--- config.mk ---
export PLATFORM = sky130hd
export DESIGN_NAME = ssf_status
export DESIGN_NICKNAME = d
export VERILOG_FILES = /design/src/verilog/ssf_pkg.sv /design/src/verilog/ssf_status.sv
export SDC_FILE = /design/constraint.sdc
export NUM_CORES = 1
export LEC_CHECK = 0
export BUFFER_PORTS_ARGS = -buffer_cell sky130_fd_sc_hd__buf_4
export CORE_ASPECT_RATIO = 1.75
export CORE_MARGIN = 4
export CORE_UTILIZATION = 30
export DETAILED_ROUTE_END_ITERATION = 8
export HOLD_SLACK_MARGIN = 0.1
export PLACE_DENSITY = 0.62
export SLEW_MARGIN = 20
export SYNTH_ARGS = -nofsm -noshare
export SYNTH_HDL_FRONTEND = slang
export SYNTH_SLANG_ARGS = --single-unit
--- constraint.sdc ---
create_clock -name mclk_i -period 4.15 [get_ports mclk_i]
set_input_delay 0.415 -clock mclk_i [delete_from_list [all_inputs] [get_ports mclk_i]]
set_output_delay 0.415 -clock mclk_i [all_outputs]
set_load 0.01 [all_outputs]
--- src/verilog/ssf_pkg.sv ---
package ssf_pkg;
   // Register byte offsets
   localparam logic [3:0] SSF_OFF_STATUS  = 4'h0;
   localparam logic [3:0] SSF_OFF_CONTROL = 4'h4;
   localparam logic [3:0] SSF_OFF_TXBUF   = 4'h8;
   localparam logic [3:0] SSF_OFF_RXBUF   = 4'hC;
   // Status bit positions
   localparam int SSF_TX_EMPTY  = 7;
   localparam int SSF_RX_FULL   = 6;
   localparam int SSF_OVERRUN   = 5;
   localparam int SSF_FRAMING   = 4;
   localparam int SSF_PARITY    = 3;
   localparam int SSF_TX_END    = 2;
   localparam int SSF_RX_MPB    = 1;
   localparam int SSF_TX_MPB    = 0;
   // Control bit positions
   localparam int SSF_CTL_TE    = 0;
   localparam int SSF_CTL_RE    = 1;
   localparam int SSF_CTL_SYNC  = 2;
   localparam int SSF_CTL_PAREN = 3;
   localparam int SSF_CTL_PODD  = 4;
   localparam int SSF_CTL_MP    = 5;
   // Reset values
   localparam logic [7:0] SSF_STATUS_RST  = 8'h84;
   localparam logic [7:0] SSF_CONTROL_RST = 8'h00;
   localparam logic [7:0] SSF_CONTROL_MSK = 8'h3F;
   // The five flags that obey read-then-write-0
   localparam logic [7:0] SSF_FLAG_MSK    = 8'hF8;
endpackage

--- src/verilog/ssf_status.sv ---
`timescale 1ns/100ps
// How it works
// Reset or standby loads status with 84h.
// Manual reset leaves status bits untouched.
// Writing 1 to a flag does nothing.
// Write 0 clears only previously-read set flags.
// Transmit-end and received multiprocessor bits read-only.
// Transmit-empty set by reset, disable, buffer load.
// Transmit-empty cleared by read-write0 or engine write.
// Receive-full set on error-free received character.
// Receive-full cleared by reset, read-write0, engine read.
// Errors or receiver disable keep buffer, receive-full.
// Overrun sets when receive-full still set; discard.
// Overrun halts receive; sync mode blocks transmit.
// Overrun cleared only reset, standby, read-write0.
// Async framing error when stop bit is 0.
// Only the first of two stop bits checked.
// Framing error loads buffer, no receive-full, halts.
// Framing flag cleared only reset, standby, read-write0.
// Parity-error flag at bit 3.
// Parity flag set on ones-count mismatch.
// Transmit-end set on last bit if empty.
// Per-flag qualifier armed by read, consumed by write.
module ssf_status
   import ssf_pkg::*;
(
   // Clock and resets
   input  wire logic       mclk_i,
   input  wire logic       rst_n_i,
   input  wire logic       manual_rst_n_i,
   input  wire logic       standby_i,
   // Avalon-MM slave
   input  wire logic [3:0] address_i,
   input  wire logic       read_i,
   input  wire logic       write_i,
   input  wire logic [31:0] writedata_i,
   input  wire logic [3:0] byteenable_i,
   output logic [31:0]     readdata_o,
   output logic            waitrequest_o,
   // Receive engine
   input  wire logic       rx_done_i,
   input  wire logic [7:0] rx_data_i,
   input  wire logic       rx_parity_bit_i,
   input  wire logic       rx_stop_bit_i,
   input  wire logic       rx_mpb_i,
   output logic            rx_halt_o,
   // Transmit engine
   input  wire logic       tx_load_i,
   input  wire logic       tx_last_bit_i,
   output logic            tx_start_o,
   output logic            tx_inhibit_o,
   output logic [7:0]      tx_buffer_o,
   output logic            tx_multiproc_bit_o,
   // On-chip transfer engine
   input  wire logic       xfer_tx_write_i,
   input  wire logic [7:0] xfer_tx_data_i,
   input  wire logic       xfer_rx_read_i,
   output logic [7:0]      rx_buffer_o,
   output logic [7:0]      serial_status_o
);

   logic [7:0] serial_status;
   logic [7:0] serial_control;
   logic [7:0] tx_buffer;
   logic [7:0] rx_buffer;
   logic [7:3] armed;
   logic       ack;
   logic [31:0] readdata;
   logic [7:0] rd_mux;
   logic [2:0] man_sync;
   logic       man_rst_n;

   logic [7:0] next_status;
   logic [7:0] next_rx_buffer;

   // Address match shared by every register select
   function automatic logic addr_hit
   (
      input logic [3:0] addr,
      input logic [3:0] offset
   );
      return addr == offset;
   endfunction

   // Ones in data plus parity bit against the chosen sense
   function automatic logic parity_bad
   (
      input logic [7:0] data,
      input logic       pbit,
      input logic       odd
   );
      return (^{data, pbit}) != odd;
   endfunction

   // Manual reset comes from a pin: three stages, taken once the last two agree.
   // A low pulse shorter than two cycles is dropped as a glitch.
   always_ff @(posedge mclk_i)
   begin
      if (!rst_n_i)
      begin
         man_sync  <= 3'h7;
         man_rst_n <= 1'b1;
      end
      else
      begin
         man_sync <= {man_sync[1:0], manual_rst_n_i};
         if (man_sync[1] == man_sync[2])
         begin
            man_rst_n <= man_sync[2];
         end
      end
   end

   // Bus decode
   wire acc_done   = (read_i | write_i) & ack;
   wire rd_done    = read_i & ack;
   wire wr_done    = write_i & ack & byteenable_i[0];
   wire sel_status = addr_hit(address_i, SSF_OFF_STATUS);
   wire sel_ctl    = addr_hit(address_i, SSF_OFF_CONTROL);
   wire sel_tx     = addr_hit(address_i, SSF_OFF_TXBUF);
   wire sel_rx     = addr_hit(address_i, SSF_OFF_RXBUF);
   wire wr_status  = wr_done & sel_status;
   wire wr_ctl     = wr_done & sel_ctl;
   wire wr_txbuf   = wr_done & sel_tx;
   wire rd_status  = rd_done & sel_status;

   // One wait state on every access keeps read data registered
   assign waitrequest_o = (read_i | write_i) & ~ack;

   // Unmapped offsets read as zero
   always_comb
   begin
      if (sel_status)
      begin
         rd_mux = serial_status;
      end
      else if (sel_ctl)
      begin
         rd_mux = serial_control;
      end
      else if (sel_tx)
      begin
         rd_mux = tx_buffer;
      end
      else if (sel_rx)
      begin
         rd_mux = rx_buffer;
      end
      else
      begin
         rd_mux = 8'h00;
      end
   end

   // Mode decode
   wire te        = serial_control[SSF_CTL_TE];
   wire re        = serial_control[SSF_CTL_RE];
   wire sync_mode = serial_control[SSF_CTL_SYNC];
   wire par_en    = serial_control[SSF_CTL_PAREN];
   wire par_odd   = serial_control[SSF_CTL_PODD];
   wire mp_mode   = serial_control[SSF_CTL_MP];

   wire err_any   = serial_status[SSF_OVERRUN] | serial_status[SSF_FRAMING]
                  | serial_status[SSF_PARITY];
   assign rx_halt_o    = err_any;
   assign tx_inhibit_o = sync_mode & err_any;
   assign tx_start_o   = te & ~serial_status[SSF_TX_EMPTY] & ~tx_inhibit_o;

   // Reception accepted only while enabled and not halted
   wire rx_take   = rx_done_i & re & ~rx_halt_o;
   // First stop bit only is presented by the receiver
   wire fer_hit   = ~sync_mode & ~rx_stop_bit_i;
   wire per_hit   = ~sync_mode & par_en
                  & parity_bad(rx_data_i, rx_parity_bit_i, par_odd);
   wire ovr_hit   = serial_status[SSF_RX_FULL];

   // Outcome of an accepted character
   wire rx_load   = rx_take & ~ovr_hit;
   wire rx_mpb_ld = rx_load & mp_mode & ~sync_mode;

   // Software clear strobe per flag
   wire [7:0] sw_clr = {8{wr_status}} & {armed, 3'h0} & ~writedata_i[7:0]
                     & SSF_FLAG_MSK;

   // Software and engine events seen by the transmit flags
   wire tx_empty_clr = sw_clr[SSF_TX_EMPTY] | xfer_tx_write_i;
   wire tx_end_set   = tx_last_bit_i & serial_status[SSF_TX_EMPTY];

   // One qualifier per clearable flag; bits 2:0 never arm.
   // Separate flops keep a clear local to the flag that was read.
   generate
      for (genvar gi = SSF_PARITY; gi <= SSF_TX_EMPTY; gi++)
      begin : g_arm
         logic next_arm;

         always_comb
         begin
            next_arm = armed[gi];
            if (rd_status)
            begin
               next_arm = serial_status[gi];
            end
            else if (wr_status)
            begin
               next_arm = 1'b0;
            end
         end

         always_ff @(posedge mclk_i)
         begin
            if (!rst_n_i || standby_i || !man_rst_n)
            begin
               armed[gi] <= 1'b0;
            end
            else
            begin
               armed[gi] <= next_arm;
            end
         end
      end
   endgenerate

   always_comb
   begin
      next_status = serial_status;
      // Clears first, so sets below win in the same cycle
      next_status = next_status & ~sw_clr;
      if (tx_empty_clr)
      begin
         next_status[SSF_TX_EMPTY] = 1'b0;
         next_status[SSF_TX_END]   = 1'b0;
      end
      if (xfer_rx_read_i)
      begin
         next_status[SSF_RX_FULL] = 1'b0;
      end
      if (wr_status)
      begin
         next_status[SSF_TX_MPB] = writedata_i[SSF_TX_MPB];
      end
      // Sets
      if (tx_load_i)
      begin
         next_status[SSF_TX_EMPTY] = 1'b1;
      end
      if (tx_end_set)
      begin
         next_status[SSF_TX_END] = 1'b1;
      end
      if (!te)
      begin
         next_status[SSF_TX_EMPTY] = 1'b1;
         next_status[SSF_TX_END]   = 1'b1;
      end
      if (rx_take)
      begin
         if (ovr_hit)
         begin
            next_status[SSF_OVERRUN] = 1'b1;
         end
         else
         begin
            if (fer_hit || per_hit)
            begin
               next_status[SSF_FRAMING] = next_status[SSF_FRAMING] | fer_hit;
               next_status[SSF_PARITY]  = next_status[SSF_PARITY] | per_hit;
            end
            else
            begin
               next_status[SSF_RX_FULL] = 1'b1;
            end
            if (rx_mpb_ld)
            begin
               next_status[SSF_RX_MPB] = rx_mpb_i;
            end
         end
      end
   end

   // Receive buffer loads on any accepted character that does not overrun
   always_comb
   begin
      next_rx_buffer = rx_buffer;
      if (rx_load)
      begin
         next_rx_buffer = rx_data_i;
      end
   end

   // Status; standby acts like power-on for status.
   // Manual reset only freezes the flags, it never reloads them.
   always_ff @(posedge mclk_i)
   begin
      if (!rst_n_i || standby_i)
      begin
         serial_status <= SSF_STATUS_RST;
      end
      else if (man_rst_n)
      begin
         serial_status <= next_status;
      end
   end

   always_ff @(posedge mclk_i)
   begin
      if (!rst_n_i)
      begin
         rx_buffer <= 8'h00;
      end
      else
      begin
         rx_buffer <= next_rx_buffer;
      end
   end

   always_ff @(posedge mclk_i)
   begin
      if (!rst_n_i)
      begin
         tx_buffer <= 8'h00;
      end
      else if (xfer_tx_write_i)
      begin
         tx_buffer <= xfer_tx_data_i;
      end
      else if (wr_txbuf)
      begin
         tx_buffer <= writedata_i[7:0];
      end
   end

   always_ff @(posedge mclk_i)
   begin
      if (!rst_n_i)
      begin
         serial_control <= SSF_CONTROL_RST;
      end
      else if (wr_ctl)
      begin
         serial_control <= writedata_i[7:0] & SSF_CONTROL_MSK;
      end
   end

   // Bus handshake
   always_ff @(posedge mclk_i)
   begin
      if (!rst_n_i)
      begin
         ack <= 1'b0;
      end
      else
      begin
         ack <= (read_i | write_i) & ~ack & ~acc_done;
      end
   end

   // Read data registered every cycle; the wait state lets it settle first
   always_ff @(posedge mclk_i)
   begin
      if (!rst_n_i)
      begin
         readdata <= 32'h0000_0000;
      end
      else
      begin
         readdata <= {24'h00_0000, rd_mux};
      end
   end

   assign readdata_o         = readdata;
   assign tx_buffer_o        = tx_buffer;
   assign rx_buffer_o        = rx_buffer;
   assign serial_status_o    = serial_status;
   assign tx_multiproc_bit_o = serial_status[SSF_TX_MPB];

endmodule

==> run metrics <==
status complete, no violations; area leader, netlist dfxtp_1; # DRC 0; Crit Path Max Fanout 5; area of the multi-input gates 1260 µm²; endpoint type of the worst setup path output pin; CTS max path bufs 2; initial antenna violation count 0; largest net degree at the start of global routing 36; cells after synthesis 240; Register-to-Register Path Depth 5; commonest non-fill, non-tap cell in the layout buf_4; worst hold margin around 320 ps; Worst setup startpoint serial_status_o[4]; Area Growth Syn to Fin 30.4%; DRT Pass-1 Iters 4; post_cts resized 0; io pins 131; Synth warnings 0; WP data required ~3700 ps; crit path DAT roughly 1700 ps; Remaining Overflow, GRT 0; CTS sink cnt between 40 and 50; Buffers on Ports 79; Worst Skew about 3.4 ps; CTS buffer count 5; Core Area approximately 7600 µm²; achievable clock frequency 0.470 GHz; final setup violation count 0; Final Hold Vio Count 0; Worst-Skew Late Latency between 200 and 300 ps; Initial DRC Count 67; hold buffer count at CTS 0; Hold Crit Depth 2; kind of critical path reg2out; Worst setup endpoint tx_start_o; Max Slew Vio Count 0; H-tree depth 2; global-route wire length before repair 10100 µm; library cells used by synthesis 45; Root Buffer clkbuf_16; hpwl dp 5270 µm; DRT Wirelength between 6000 and 7000 µm; fin crit share about 51%; gpl congestion between 0.7 and 0.8; unrepaired setup endpoints after global routing no; Post CTS Setup Buffer Count 0; Via density just under 5; fin cells about 400; DR vias 1983; Final ANT Viol Nets 0; Layout Utilization roughly two fifths; Power Dens Cells 340 nW/µm²; Max-cap violations 0; Initial Util a little under a third; vias in the first global route 1985; Seq/Total Area, Yosys 40.5%; minimum clock period roughly 2100 ps; fin nets around 390; FP Rows 42; CP max stage cell or3_4; mapped cell area approximately 2400 µm²; syn avg cell area about 9.9 µm²; placed cells 396; final instance area between 3000 and 4000 µm²; largest cells by area after synthesis dfxtp_1 (40%), mux2i_1 (11%), buf_4 (7.9%); #FFs+latches synth 48; Leakage 1.41 nW; Die Width around 75 µm; clock-pin slew on the worst setup and hold paths around 60 ps; startpoint types flip-flop; Avg WL per Cell between 15 and 20 µm; setup TNS 0 ps; Hold Path Class in2reg; peak supply drop 0.176 mV; Total Routing Usage GR between 10 and 15%; most frequent cells in the layout buf_4 (79), dfxtp_1 (48), mux2i_1 (27), conb_1 (24), nor2b_1 (19); DIE AREA approximately 9500 µm²; R2R Setup Slk around 2100 ps; Slew HR a little over half; layout cells sized above 1 a little under a third; R2R Path End serial_status_o[1]; RR Startpoint serial_status_o[4]; Worst-Margin Slew 703 ps; critical-path cell list or3_4, and2_2, nor3b_1, buf_4; total area of sequential cells 961 µm²; critical path's largest stage delay around 440 ps; Die H between 100 and 150 µm; share of the synthesized area in the top cell type between 40% and 50%; diodes inserted 0; Fill cells ~790; CTS tree done; dpl cell area ~3000 µm²
==> routing by layer <==
metal  vias to the layer above  routed length, µm  GRT usage, %
li1                        955                  -             -
met1                       939               2370          15.9
met2                        79               3560          25.0
met3                        10                515          2.87
met4                         0                176          6.69
met5                         -                  0             0
==> metrics by stage <==
step,setup slack (ps),total power (W)
finish,2020,0.00105
global route,1990,0.00109
CTS,2010,0.00107
detailed placement,2090,0.000607
global placement,2120,0.000605
floorplan,2390,0.000563
==> cells by family after synthesis <==
family / count (synthesis) / share of synthesized area (%)
other: 1 / 0.158
muxes: 32 / 15.3
DFF: 48 / 40.5
AOI/OAI and AO/OA: 43 / 11.6
buffers and inverters: 37 / 10.2
xor gates and xnor gates: 8 / 3.53
and+or+nand+nor: 71 / 18.7
==> registers in the layout (all words and copies together), names as in the netlist <==
register and flops:
readdata_o 8, serial_control 6, man_rst_n 1, ack 1, man_sync 3, serial_status_o 8, tx_buffer_o 8, rx_buffer_o 8
armed 5
==> power by group <==
part / total [W] / switching, W / internal [W]
combinational: 0.000121 / 0.0000606 / 0.0000607
sequential: 0.000475 / 0.00000632 / 0.000469
clock: 0.000456 / 0.000173 / 0.000284
total: 0.00105 / 0.000240 / 0.000813
==> final cells by class <==
class / count / share of cell area [%]
sequential: 48 / 31.0
inverter: 3 / 0.364
clock buffer: 6 / 4.16
tap: 88 / 3.56
multi-input combinational: 178 / 40.6
timing repair buffer: 79 / 19.2
clock inverter: 2 / 1.13
==> worst min path at each step <==
| stage | start | endpoint |
|---|---|---|
| floorplan | man_sync[0] | man_sync[1] |
| CTS | manual_rst_n_i | man_sync[0] |
| detailed placement | man_sync[0] | man_sync[1] |
| global placement | man_sync[0] | man_sync[1] |
| finish | manual_rst_n_i | man_sync[0] |
| global route | manual_rst_n_i | man_sync[0] |
==> cells in the mapped netlist, drive strengths merged <==
cell type	number
dfxtp	48
and3	4
a22oi	7
a31oi	2
mux2	2
mux2i	27
o311ai	1
nor4	1
a21o	1
nand2	5
xor2	2
or3	1
o31ai	1
xnor3	1
nor2	16
xnor2	5
nor3	1
and2	4
a21oi	10
conb	1
a22o	2
nor2b	19
a2111oi	1
nand4	1
clkbuf	6
a32oi	1
nand4b	1
buf	28
nor3b	1
o21ai	13
a221o	2
o2111ai	2
and4b	2
inv	3
nand2b	6
mux4	3
and2b	2
or3b	1
nand3	6
==> worst max-delay path: cells and delay by family, from the launching register on <==
kind                   cells  cell delay (ps)
buffers and inverters      1              170
flip-flops                 1              370
AND/OR/NAND/NOR            3              890
(Power assumes the default switching activity.)
